`src/hdl/ppr_regs.svh`:
```
// register offsets, field positions, reset values for the pack protection register bank
// assumes an 8-bit register address carried by the serial bus engine outside
`ifndef PPR_REGS_SVH
`define PPR_REGS_SVH
`define PPR_ADDR_CFG_STATUS   8'h00
`define PPR_ADDR_OP_STATUS    8'h01
`define PPR_ADDR_UNUSED       8'h02
`define PPR_ADDR_ANALOG_SEL   8'h03
`define PPR_ADDR_FET_CTRL     8'h04
`define PPR_ADDR_DSCH_SET     8'h05
`define PPR_ADDR_CHG_SET      8'h06
`define PPR_ADDR_FEAT_SET     8'h07
`define PPR_ADDR_WR_UNLOCK    8'h08
// writable bit masks (reserved bits kept at zero)
`define PPR_MASK_ANALOG_SEL   8'hcf
`define PPR_MASK_FET_CTRL     8'hc3
`define PPR_MASK_WR_UNLOCK    8'hf8
// field positions
`define PPR_FET_DSCH_BIT      0
`define PPR_FET_CHG_BIT       1
`define PPR_FET_LDMON_BIT     6
`define PPR_FET_SLEEP_BIT     7
`define PPR_CHG_DDIV_BIT      2
`define PPR_CHG_CDIV_BIT      3
`define PPR_DSCH_OCD_OFF_BIT  7
`define PPR_DSCH_SCD_OFF_BIT  4
`define PPR_CHG_OCC_OFF_BIT   7
`define PPR_FEAT_POL_BIT      0
`define PPR_FEAT_WKDIS_BIT    1
`define PPR_FEAT_POR_BIT      2
`define PPR_FEAT_ITSD_BIT     3
`define PPR_FEAT_XTSD_BIT     4
`define PPR_FEAT_T3ON_BIT     5
`define PPR_FEAT_REGDIS_BIT   6
`define PPR_FEAT_SCANOFF_BIT  7
`define PPR_UNL_DSCH_BIT      5
`define PPR_UNL_CHG_BIT       6
`define PPR_UNL_FEAT_BIT      7
`define PPR_CFG_WAKE_BIT      4
`define PPR_CFG_SINGLE_BIT    5
// reset values
`define PPR_RST_REG           8'h00
// delay divide ratios (log2): charge by 32, discharge by 64
`define PPR_CHG_DIV_SHIFT     5
`define PPR_DSCH_DIV_SHIFT    6
`endif

```
`src/hdl/ppr_pkg.sv`:
```
// types shared by the pack protection register bank modules
// assumes nothing of its surroundings
package ppr_pkg;
  typedef logic [7:0] ppr_byte_t;  // one register
  typedef logic [5:0] ppr_flags_t; // operating status flags, bits 5..0
endpackage

```
`src/hdl/ppr_stat_if.sv`:
```
// carrier between the top and its status flag keeper
// assumes one clock domain
`timescale 1ns/1ps
interface ppr_stat_if;
  import ppr_pkg::*;
  ppr_flags_t cond;     // live conditions
  logic       rd_clear; // one-cycle read of the status register
  ppr_flags_t flags;    // latched flags
  modport keeper (input cond, input rd_clear, output flags);
  modport user   (output cond, output rd_clear, input flags);
endinterface

```
`src/hdl/ppr_reg_bank.sv`:
```
// register bank of the pack protection front end
// Contract
// writing one acts, reading one reports
// host writes zero to reserved bits
// host never writes 09h to ffh
// host ignores reserved read bits
// operating flags clear on read if gone
// wake status tracks pin, self-clears
// discharge settings writable only when unlocked
// charge settings writable only when unlocked
// feature settings writable only when unlocked
// force-sleep cleared at power up
// wake edge of polarity clears sleep
// host writing zero clears sleep
// protection shutdown clears fet bits
// fet bits drive fets, read logical
// bit0 discharge fet, bit1 charge fet
// charge delay divide by thirty-two
// discharge delay divide by sixty-four
// feature bit disables internal regulator
// bit7 stops external temperature scan
// bits disable thermal shutdown responses
// analog select code chooses output
// wake status follows polarity
// eight-bit registers, eight-bit addresses
// assumes a serial bus engine on sys_clk_in presenting single-cycle write and
// read strobes with an 8-bit register address; analog blocks around it
`include "ppr_regs.svh"
`timescale 1ns/1ps
module ppr_reg_bank
  import ppr_pkg::*;
#(
  parameter int DELAY_W = 16 // width of delay counts passed to the timers
) (
  input  wire logic               sys_clk_in,
  input  wire logic               rst_n_in,
  // register access from the serial engine
  input  wire logic               wr_stb_in,        // one-cycle write strobe
  input  wire logic               rd_stb_in,        // one-cycle read strobe
  input  wire logic [7:0]         addr_in,          // register address
  input  wire logic [7:0]         wdata_in,         // write data
  output logic      [7:0]         rdata_out,        // read data, valid cycle after rd
  // pins and analog conditions (asynchronous)
  input  wire logic               wake_pin_in,      // wake pin comparator level
  input  wire logic [5:0]         cond_in,          // live status conditions
  input  wire logic               prot_trip_in,     // oc/short turned fets off
  // delays from the timer block, before division
  input  wire logic [DELAY_W-1:0] chg_delay_in,
  input  wire logic [DELAY_W-1:0] dsch_delay_in,
  // controls to the analog side
  output logic      [3:0]         analog_sel_out,   // analog output code
  output logic                    analog_off_out,   // low-power analog out
  output logic                    charge_switch_on_out,
  output logic                    discharge_switch_on_out,
  output logic                    load_monitor_enable_out,
  output logic                    force_sleep_out,
  output logic      [7:0]         dsch_set_out,
  output logic      [7:0]         chg_set_out,
  output logic                    temp_scan_off_out,
  output logic                    regulator_disable_out,
  output logic                    temp_supply_on_out,
  output logic                    ext_thermal_shutdown_off_out,
  output logic                    int_thermal_shutdown_off_out,
  output logic                    force_por_out,
  output logic      [DELAY_W-1:0] chg_delay_out,
  output logic      [DELAY_W-1:0] dsch_delay_out
);

  ////////////////////////////////////////////////////////////////////////////////
  // synchronisers and local state
  // pins async: two flops,
  // two cycles of latency

  logic      wake_sync;   // synchronised wake pin
  logic [5:0] cond_sync;  // synchronised conditions
  logic      trip_sync;   // synchronised protection trip

  ppr_byte_t analog_q;    // analog select and user flags
  ppr_byte_t fet_q;       // fet_drive_control
  ppr_byte_t dsch_q;      // discharge settings
  ppr_byte_t chg_q;       // charge settings
  ppr_byte_t feat_q;      // feature settings
  ppr_byte_t unlock_q;    // write unlock and user flags

  logic      wake_prev_q; // previous wake status for edge detect
  logic      wake_stat;   // wake status after polarity
  // carrier to the keeper
  ppr_stat_if st ();

  // trip, wake, conditions
  ppr_sync2 #(.W(8)) u_sync (
    .sys_clk_in (sys_clk_in),
    .rst_n_in   (rst_n_in),
    .d_in       ({trip_sync_src(prot_trip_in), wake_pin_in, cond_in}),
    .q_out      ({trip_sync, wake_sync, cond_sync})
  );

  // identity for readability of the sync bundle
  function automatic logic trip_sync_src(input logic v);
    return v;
  endfunction

  // register write hit decode, used for every register
  function automatic logic wr_hit(input logic [7:0] a, input logic [7:0] target);
    return wr_stb_in && (a == target);
  endfunction

  ////////////////////////////////////////////////////////////////////////////////
  // status flags
  // sticky; a read hands live
  // conditions back in

  // already synchronised
  assign st.cond     = cond_sync;
  // read strobe clears
  assign st.rd_clear = rd_stb_in && (addr_in == `PPR_ADDR_OP_STATUS);

  // flag keeper
  ppr_stat_keeper u_keeper (
    .sys_clk_in (sys_clk_in),
    .rst_n_in   (rst_n_in),
    .st         (st)
  );

  // polarity applied
  // follows pin live, no latch so it clears with the condition
  assign wake_stat = feat_q[`PPR_FEAT_POL_BIT] ? wake_sync : ~wake_sync;

  ////////////////////////////////////////////////////////////////////////////////
  // plain read/write registers
  // reserved bits masked
  // so they read zero

  // analog select and user flags; reserved bits masked
  always_ff @(posedge sys_clk_in or negedge rst_n_in) begin
    if (!rst_n_in) begin
      // user flags reset too
      analog_q <= `PPR_RST_REG;
    end else if (wr_hit(addr_in, `PPR_ADDR_ANALOG_SEL)) begin
      // bits 5, 4 reserved
      analog_q <= wdata_in & `PPR_MASK_ANALOG_SEL;
    end
  end

  // write unlock register
  always_ff @(posedge sys_clk_in or negedge rst_n_in) begin
    if (!rst_n_in) begin
      // all locked
      unlock_q <= `PPR_RST_REG;
    end else if (wr_hit(addr_in, `PPR_ADDR_WR_UNLOCK)) begin
      // bits 2..0 reserved
      unlock_q <= wdata_in & `PPR_MASK_WR_UNLOCK;
    end
  end

  ////////////////////////////////////////////////////////////////////////////////
  // protected settings
  // locked writes drop;
  // unlock acts next edge

  // discharge unlock gate
  always_ff @(posedge sys_clk_in or negedge rst_n_in) begin
    if (!rst_n_in) begin
      // auto responses armed
      dsch_q <= `PPR_RST_REG;
    end else if (wr_hit(addr_in, `PPR_ADDR_DSCH_SET) && unlock_q[`PPR_UNL_DSCH_BIT]) begin
      // whole byte
      dsch_q <= wdata_in;
    end
  end

  // charge unlock gate
  always_ff @(posedge sys_clk_in or negedge rst_n_in) begin
    if (!rst_n_in) begin
      // no divide
      chg_q <= `PPR_RST_REG;
    end else if (wr_hit(addr_in, `PPR_ADDR_CHG_SET) && unlock_q[`PPR_UNL_CHG_BIT]) begin
      // whole byte
      chg_q <= wdata_in;
    end
  end

  // feature unlock gate
  always_ff @(posedge sys_clk_in or negedge rst_n_in) begin
    if (!rst_n_in) begin
      // polarity zero
      feat_q <= `PPR_RST_REG;
    end else if (wr_hit(addr_in, `PPR_ADDR_FEAT_SET) && unlock_q[`PPR_UNL_FEAT_BIT]) begin
      // whole byte
      feat_q <= wdata_in;
    end
  end

  ////////////////////////////////////////////////////////////////////////////////
  // fet_drive_control and sleep
  // wake clears sleep about
  // three edges after pin

  // wake edge history; reset to the idle level so no false edge at start
  always_ff @(posedge sys_clk_in or negedge rst_n_in) begin
    if (!rst_n_in) begin
      // status idles high
      wake_prev_q <= 1'b1;
    end else begin
      wake_prev_q <= wake_stat;
    end
  end

  // fet bits and sleep; hardware clears win over host sets in the same cycle
  always_ff @(posedge sys_clk_in or negedge rst_n_in) begin
    if (!rst_n_in) begin
      // sleep clear at power up
      fet_q <= `PPR_RST_REG;
    end else begin
      // host write drives fets
      // zero write clears sleep
      if (wr_hit(addr_in, `PPR_ADDR_FET_CTRL)) begin
        // bits 5..2 reserved
        fet_q <= wdata_in & `PPR_MASK_FET_CTRL;
      end

      // active wake edge
      // wake pin disabled blocks the wake-up path
      if (wake_stat && !wake_prev_q && !feat_q[`PPR_FEAT_WKDIS_BIT]) begin
        fet_q[`PPR_FET_SLEEP_BIT] <= 1'b0;
      end

      // trip clears fets
      // only while automatic responses are on
      if (trip_sync && !(dsch_q[`PPR_DSCH_OCD_OFF_BIT] && dsch_q[`PPR_DSCH_SCD_OFF_BIT]
                         && chg_q[`PPR_CHG_OCC_OFF_BIT])) begin
        fet_q[`PPR_FET_DSCH_BIT] <= 1'b0;
        fet_q[`PPR_FET_CHG_BIT]  <= 1'b0;
      end
    end
  end

  ////////////////////////////////////////////////////////////////////////////////
  // outputs to the analog side
  // flops: no glitches, one
  // cycle of latency

  // written ones act
  // bit0 discharge, bit1 charge
  // regulator disable
  // scan off
  // thermal shutdown disables
  // analog select decode
  always_ff @(posedge sys_clk_in or negedge rst_n_in) begin
    if (!rst_n_in) begin
      // low-power analog
      analog_sel_out               <= 4'h0;
      analog_off_out               <= 1'b1;
      charge_switch_on_out         <= 1'b0;
      discharge_switch_on_out      <= 1'b0;
      load_monitor_enable_out      <= 1'b0;
      force_sleep_out              <= 1'b0;

      dsch_set_out                 <= `PPR_RST_REG;
      chg_set_out                  <= `PPR_RST_REG;
      temp_scan_off_out            <= 1'b0;
      regulator_disable_out        <= 1'b0;
      temp_supply_on_out           <= 1'b0;
      ext_thermal_shutdown_off_out <= 1'b0;
      int_thermal_shutdown_off_out <= 1'b0;
      force_por_out                <= 1'b0;
    end else begin
      // follow stored bits
      analog_sel_out               <= analog_q[3:0];
      analog_off_out               <= (analog_q[3:0] == 4'h0);
      charge_switch_on_out         <= fet_q[`PPR_FET_CHG_BIT];
      discharge_switch_on_out      <= fet_q[`PPR_FET_DSCH_BIT];
      load_monitor_enable_out      <= fet_q[`PPR_FET_LDMON_BIT];
      force_sleep_out              <= fet_q[`PPR_FET_SLEEP_BIT];

      // settings, whole
      dsch_set_out                 <= dsch_q;
      chg_set_out                  <= chg_q;

      // feature controls
      temp_scan_off_out            <= feat_q[`PPR_FEAT_SCANOFF_BIT];
      regulator_disable_out        <= feat_q[`PPR_FEAT_REGDIS_BIT];
      temp_supply_on_out           <= feat_q[`PPR_FEAT_T3ON_BIT];
      ext_thermal_shutdown_off_out <= feat_q[`PPR_FEAT_XTSD_BIT];
      int_thermal_shutdown_off_out <= feat_q[`PPR_FEAT_ITSD_BIT];
      force_por_out                <= feat_q[`PPR_FEAT_POR_BIT];
    end
  end

  // charge divide 32
  // discharge divide 64
  // shifting truncates; a short delay may reach zero, the timer must treat it as one
  always_ff @(posedge sys_clk_in or negedge rst_n_in) begin
    if (!rst_n_in) begin
      // zero until updated
      chg_delay_out  <= '0;
      dsch_delay_out <= '0;
    end else begin
      // both divides here
      chg_delay_out  <= chg_q[`PPR_CHG_CDIV_BIT] ? (chg_delay_in >> `PPR_CHG_DIV_SHIFT)
                                                  : chg_delay_in;
      dsch_delay_out <= chg_q[`PPR_CHG_DDIV_BIT] ? (dsch_delay_in >> `PPR_DSCH_DIV_SHIFT)
                                                  : dsch_delay_in;
    end
  end

  ////////////////////////////////////////////////////////////////////////////////
  // read path
  // 00 cfg 01 flags 02 none
  // 03 analog 04 fet
  // 05 dsch 06 chg 07 feat
  // 08 unlock; data holds

  // eight-bit address decode
  // unused and reserved addresses read zero
  always_ff @(posedge sys_clk_in or negedge rst_n_in) begin
    if (!rst_n_in) begin
      rdata_out <= 8'h00;
    end else if (rd_stb_in) begin
      case (addr_in)
        `PPR_ADDR_CFG_STATUS: begin
          rdata_out <= 8'h00;
          // fixed high
          rdata_out[`PPR_CFG_SINGLE_BIT] <= 1'b1;
          rdata_out[`PPR_CFG_WAKE_BIT]   <= wake_stat;
        end
        // also clears flags
        `PPR_ADDR_OP_STATUS:  rdata_out <= {2'b00, st.flags};
        `PPR_ADDR_ANALOG_SEL: rdata_out <= analog_q;
        // logical drive state
        `PPR_ADDR_FET_CTRL:   rdata_out <= fet_q;
        `PPR_ADDR_DSCH_SET:   rdata_out <= dsch_q;
        `PPR_ADDR_CHG_SET:    rdata_out <= chg_q;
        `PPR_ADDR_FEAT_SET:   rdata_out <= feat_q;
        `PPR_ADDR_WR_UNLOCK:  rdata_out <= unlock_q;
        // unused, reserved
        default:              rdata_out <= 8'h00;
      endcase
    end
  end

endmodule // ppr_reg_bank

```
`src/hdl/ppr_stat_keeper.sv`:
```
// sticky operating status flags with clear-on-read
// assumes conditions already synchronised to sys_clk_in
`timescale 1ns/1ps
module ppr_stat_keeper
  import ppr_pkg::*;
(
  input  wire logic sys_clk_in,
  input  wire logic rst_n_in,
  ppr_stat_if.keeper st
);
  // clear on read
  // a flag only drops on a read if its condition is gone; a live condition wins
  always_ff @(posedge sys_clk_in or negedge rst_n_in) begin
    if (!rst_n_in) begin
      st.flags <= '0;
    end else if (st.rd_clear) begin
      st.flags <= st.cond;
    end else begin
      st.flags <= st.flags | st.cond;
    end
  end
endmodule // ppr_stat_keeper

```
`src/hdl/ppr_sync2.sv`:
```
// two-flop synchroniser for asynchronous pin levels
// assumes a single destination clock
`timescale 1ns/1ps
module ppr_sync2 #(
  parameter int W = 1
) (
  input  wire logic         sys_clk_in,
  input  wire logic         rst_n_in,
  input  wire logic [W-1:0] d_in,
  output logic      [W-1:0] q_out
);
  logic [W-1:0] meta_q; // first stage, read only by q_out
  // two flops before any logic reads the level
  always_ff @(posedge sys_clk_in or negedge rst_n_in) begin
    if (!rst_n_in) begin
      meta_q <= '0;
      q_out  <= '0;
    end else begin
      meta_q <= d_in;
      q_out  <= meta_q;
    end
  end
endmodule // ppr_sync2

```
`config.mk`:
```
export PLATFORM = sky130hd
export DESIGN_NAME = ppr_reg_bank
export DESIGN_NICKNAME = d
export VERILOG_FILES = /design/src/hdl/ppr_pkg.sv /design/src/hdl/ppr_stat_if.sv /design/src/hdl/ppr_reg_bank.sv /design/src/hdl/ppr_stat_keeper.sv /design/src/hdl/ppr_sync2.sv
export VERILOG_INCLUDE_DIRS = /design/src /design/src/hdl
export SDC_FILE = /design/constraint.sdc
export NUM_CORES = 1
export LEC_CHECK = 0
export BUFFER_PORTS_ARGS = -buffer_cell sky130_fd_sc_hd__buf_2
export CAP_MARGIN = 30
export CELL_PAD_IN_SITES_DETAIL_PLACEMENT = 0
export CELL_PAD_IN_SITES_GLOBAL_PLACEMENT = 1
export CORE_AREA = 2 2 117 119
export CTS_BUF_LIST = sky130_fd_sc_hd__clkbuf_8 sky130_fd_sc_hd__clkbuf_16
export DETAILED_ROUTE_END_ITERATION = 8
export DIE_AREA = 0 0 119 121
export PLACE_DENSITY_LB_ADDON = 0.3
export SYNTH_ARGS = -nofsm -noshare
export SYNTH_HDL_FRONTEND = slang
export SYNTH_SLANG_ARGS = --single-unit
```
`constraint.sdc`:
```
create_clock -name sys_clk_in -period 1.28 [get_ports sys_clk_in]
set_input_delay 0.192 -clock sys_clk_in [delete_from_list [all_inputs] [get_ports sys_clk_in]]
set_output_delay 0.192 -clock sys_clk_in [all_outputs]
set_load 0.05 [all_outputs]
```
# Yosys cells after proc, flatten, opt, wreduce, memory -nomap -nowiden
# Index checks and enable logic that the tools add are counted.
dict set report word_totals {
  ff_bits 133
  input_bits 60
  out_inout_bits 71
}
dict set report classes {
  n_eq_ne 7
  muxes 8
  bitwise 2
  reduce_logical 22
}
# op n
set op_table {}
lappend op_table {{8-bit case mux with 8 select lines} 1}
lappend op_table {{8-bit by 3-bit == test with 1-bit output, second input constant} 4}
lappend op_table {{16-bit 2-to-1 mux} 2}
lappend op_table {{1-bit logical AND} 15}
lappend op_table {{8-bit by 1-bit == test with 1-bit output, second input constant} 1}
lappend op_table {{8-bit by 2-bit == test with 1-bit output, second input constant} 1}
lappend op_table {{8-bit by 4-bit == test with 1-bit output, second input constant} 1}
lappend op_table {{8-bit logical NOT} 1}
lappend op_table {{8-bit 2-to-1 mux} 1}
lappend op_table {{6-bit 2-to-1 mux} 1}
lappend op_table {{6-bit OR} 1}
lappend op_table {{4-bit logical NOT} 1}
lappend op_table {{2-bit nonzero test} 2}
lappend op_table {{1-bit logical NOT} 3}
lappend op_table {{1-bit 2-to-1 mux} 2}
lappend op_table {{2-bit 2-to-1 mux} 1}
lappend op_table {{1-bit inverter} 1}

# Longest topological paths before layout
dict set report depth {
  depth_word 5
  ltp_mapped 6
}

# By module
# From an unflattened synthesis, not the netlist that was laid out.
dict set report hier_totals {
  cells_unflattened 314
  hier_area_um2 4833.4
}
# mod n_inst cells_per_inst area_per_inst_um2
set by_module_without_submodules {}
lappend by_module_without_submodules {ppr_reg_bank 1 285 4234.1}
lappend by_module_without_submodules {ppr_sync2 1 16 400.4}
lappend by_module_without_submodules {ppr_stat_keeper 1 13 198.9}

# Worst setup path after synthesis
# Ideal clock, no wire load.
dict set report synth_timing {
  path_type {input to register}
  startpoint {input port addr_in[5]}
  endpoint {register analog_q[0]}
  t_arrival_ns 1.518
  path_slack_ns -0.363
  cell_stages 3
  path_buffers 0
  path_cell_list {or4_4 > nor4_4 > mux2_2}
}
dict set report synth_between {
  elab_chain_cells 2
}
# element line
set synth_lines {}
lappend synth_lines {{start, declared} ppr_reg_bank.sv:40} ;# input wire logic [7:0] addr_in,
lappend synth_lines {{8-bit by 2-bit == test with 1-bit output} ppr_reg_bank.sv:105} ;# return wr_stb_in && (a == target);
lappend synth_lines {{1-bit logical AND} ppr_reg_bank.sv:105}
lappend synth_lines {{end signal, assigned} ppr_reg_bank.sv:138} ;# analog_q <= `PPR_RST_REG;
lappend synth_lines {{end signal, assigned} ppr_reg_bank.sv:141} ;# analog_q <= wdata_in & `PPR_MASK_ANALOG_SEL;
lappend synth_lines {{end, declared} ppr_reg_bank.sv:78} ;# ppr_byte_t analog_q;
# No other way between the ends.
# A chain may end at the register's enable or synchronous reset.

# Worst setup path after layout
dict set report layout_timing {
  startpoint {input port addr_in[5]}
  endpoint {register analog_q[3]}
}
# The elaborated chain is that of the path after synthesis.

==> results.md <==
* Status: finished with violations
* Failing checks: negative setup slack
* Ant diodes at 0
* Cell chain of the critical path: buf_6 > or4_4 > nor4_4 > buf_6 > mux2_4
* Worst Setup Start Kind: input pin
* Global route overflow at 0
* Initial Utilization at 0.371
* Pwr/cell area at 1420 nW/um^2
* Worst Tran Pin Value at 0.331 ns
* Hold WC Path Type: in2reg
* Hold path depth at 2
* Global Route Usage Sum at 0.177
* Syn nets at 370
* Reg-to-reg critical path endpoint: dsch_q[6]$_DFFE_PN0P_
* Fin Hold WS at 0.0132 ns
* Detailed Place HPWL at 8140 um
* I/O Buffers at 130
* TritonCTS clock tree: yes
* H-tree levels at 4
* Chip width at 119 um
* Worst Path Required at 1.58 ns
* VDD IR-drop max at 922 uV
* Number of global-route vias before repair at 3568
* Fin. Hold Viols at 0
* Final core occ at 0.558
* CTS clock-pin slew for the worst setup and hold paths at 0.06 ns
* Fmax at 767 MHz
* Cells on worst reg2reg path at 3
* Mapped Area at 4850 um^2
* Syn Inst Count at 310
* Placed Instances at 655
* Row count at 42
* Area contributors post-synth: dfrtp_1 (68%), mux2_2 (14%), mux2i_1 (2.5%)
* Chip Height at 121 um
* Clock Tree Buf Depth at 2
* Yosys top cell area share at 0.675
* Slew HR at 0.777
* Crit-path most repeated cell: buf_6
* Layout Nets at 586
* DRC at 0
* Crit end category: register
* Sequential Power Share at 0.420
* Setup bufs post-CTS at 0
* Via count at 3309
* Fin cells at 715
* Critical Path Fanout Max at 6
* Clock power share at 0.493
* # clock sinks at 133
* IO Pins at 131
* Synth-to-Final Area Change at 50.4%
* CTS root buffer: clkbuf_16
* Warnings from Yosys at 0
* Most common cell after layout, fill and taps aside: dfrtp_1
* RSZ-0062 raised after global routing: true
* HP Start: chg_delay_in[14]
* Final setup margin at -0.0232 ns
* Final WL at 11500 um
* Final Skew at 0.00752 ns
* Clk Latency, worst-skew pair at 0.42 ns
* Max stage delay on crit path at 0.55 ns
* Largest net degree at the start of global routing at 52
* Switching Share at 0.235
* Register bit total from synthesis at 133
* Register area share after synthesis at 0.686
* Crit share post-route at 1.02
* Synth Area per Inst at 15.7 um^2
* GPL Wtd Cong at 0.843
* Internal power at 0.00796 W
* Core region area at 13100 um^2
* Logic pwr share at 0.087
* TritonCTS Buffers at 17
* Share of cells above drive strength 1 at 0.547
* Slowest stage cell on the critical path: or4_4
* Global-route wire length before repair at 19100 um
* Tmin final at 1.30 ns
* Die Footprint at 14400 um^2
* WS Path Type: in2reg
* First drt pass iteration count at 4
* Cell taking the most area after synthesis: dfrtp_1
* Endpoints failing setup at 13
* Hold endpoint: chg_delay_out[14]$_DFF_PN0_
* Vias per cell at 4.63
* Routed Antenna Nets at 0
* Leak Pwr at 3.61 nW
* Starting DRC count in detailed routing at 187
* Antenna violations before repair at 0
* Net Switching at 0.00245 W
* Worst path arrival time at 1.60 ns
* Slew Viols, Final at 0
* MaxCap Viol Count at 0
* Highest-count cells in the layout ignoring fill and taps: dfrtp_1 (131), buf_2 (121), buf_4 (47)
* R2r setup slk at 0.04 ns
* Cell variety after synth at 42
* Post-DR wirelength/cell at 16.1 um
* R2r startpoint: unlock_q[5]$_DFFE_PN0P_
stage by stage:
step	area, um^2	total power, W	TNS [ns]	worst slack, ns
floorplan	5030	0.00485	-7.41	-0.362
global placement	6280	0.00525	-18.56	-0.477
detailed placement	6280	0.00526	-19.40	-0.504
CTS	7260	0.0105	-0.0512	-0.0282
global route	7300	0.0108	-0.344	-0.0489
finish	7300	0.0104	-0.190	-0.0232
cell families (layout without fill, tap and decap cells):
family / count (synthesis) / after routing / share of synthesized area
AO/OA/AOI/OAI: 33 / 33 / 0.0536
multiplexers: 74 / 74 / 0.176
buffers and inverters: 21 / 250 / 0.0178
flip-flops: 133 / 133 / 0.686
AND/OR/NAND/NOR: 48 / 48 / 0.0652
XOR/XNOR: 1 / 1 / 0.00180
power by group through the flow:
stage	Sequential [W]	Clock [W]	Combinational, W
after global placement	0.00444	0	0.000809
after floorplan	0.00468	0	0.000178
final	0.00437	0.00513	0.000903
after detailed placement	0.00444	0	0.000815
after global routing	0.00438	0.00545	0.000974
after CTS	0.00437	0.00523	0.000906
cell usage after synthesis (all sizes together):
master	instances
o2bb2ai	9
nand4	1
a211o	1
o21ai	1
a31oi	3
nand3	2
o22ai	1
nor3	3
a22oi	3
and4b	4
nand2	4
a2111oi	1
nor2	6
o211ai	1
dfstp	2
or4	1
a21oi	1
dfrtp	131
a32oi	1
mux4	3
nand2b	2
o32a	1
mux2	59
a2bb2oi	1
or3	1
nor2b	15
o21ba	1
clkbuf	7
a21o	6
nor4	4
nand3b	1
xor2	1
inv	5
buf	9
o22a	1
a211oi	1
and3	2
mux2i	12
and4	2
what timing repair did:
| item | CTS | global route |
|---|---|---|
| resized for setup | 17 | 11 |
| endpoints found under the hold margin | 159 | 0 |
| hold buffers | 28 | 0 |
| setup endpoints to repair | 24 | 38 |
| pin swaps | 0 | 3 |
area by class of cell:
| cell class | count | area (um^2) |
|---|---|---|
| tap | 176 | 220 |
| multi-input combinational | 156 | 1620 |
| clock inverter | 15 | 203 |
| clock buffer | 17 | 425 |
| timing repair buffer | 213 | 1490 |
| inverter | 5 | 18.8 |
| fill | 1090 | 5780 |
| sequential | 133 | 3330 |
worst max-delay path, delay by kind of cell:
kind,cells,cell delay [ns]
muxes,1,0.31
buffers and inverters,2,0.27
and+or+nand+nor,2,0.82
worst max path at each step:
stage                                  start  cells after the start                 endpoint  slack, ns
CTS                 analog_off_out$_DFF_PN1_                      1           analog_off_out      -0.03
global route        analog_off_out$_DFF_PN1_                      1           analog_off_out      -0.05
floorplan                         addr_in[5]                      3  analog_q[0]$_DFFE_PN0P_      -0.36
finish                            addr_in[5]                      5  analog_q[3]$_DFFE_PN0P_      -0.02
global placement                  addr_in[5]                      5  analog_q[7]$_DFFE_PN0P_      -0.48
detailed placement                addr_in[5]                      5  analog_q[7]$_DFFE_PN0P_      -0.50
layer usage:
| metal | routed length (um) | global-route usage | up-vias |
|---|---|---|---|
| met2 | 5650 | 0.274 | 103 |
| li1 | - | - | 1545 |
| met4 | 195 | 0.0737 | 0 |
| met3 | 619 | 0.0498 | 13 |
| met1 | 5060 | 0.236 | 1648 |
| met5 | 0 | 0 | - |
state kept, by name (all words and copies together) (netlist names), 4 cells and up:
| name | cells |
|---|---|
| chg_set_out | 8 |
| u_sync.meta_q | 8 |
| dsch_q | 8 |
| u_sync.q_out | 8 |
| dsch_delay_out | 16 |
| rdata_out | 8 |
| chg_delay_out | 16 |
| unlock_q | 5 |
| chg_q | 8 |
| u_keeper.st.flags | 6 |
| fet_q | 4 |
| feat_q | 8 |
| analog_q | 6 |
| dsch_set_out | 8 |
| analog_sel_out | 4 |
Power figures use the tool's default switching activity.
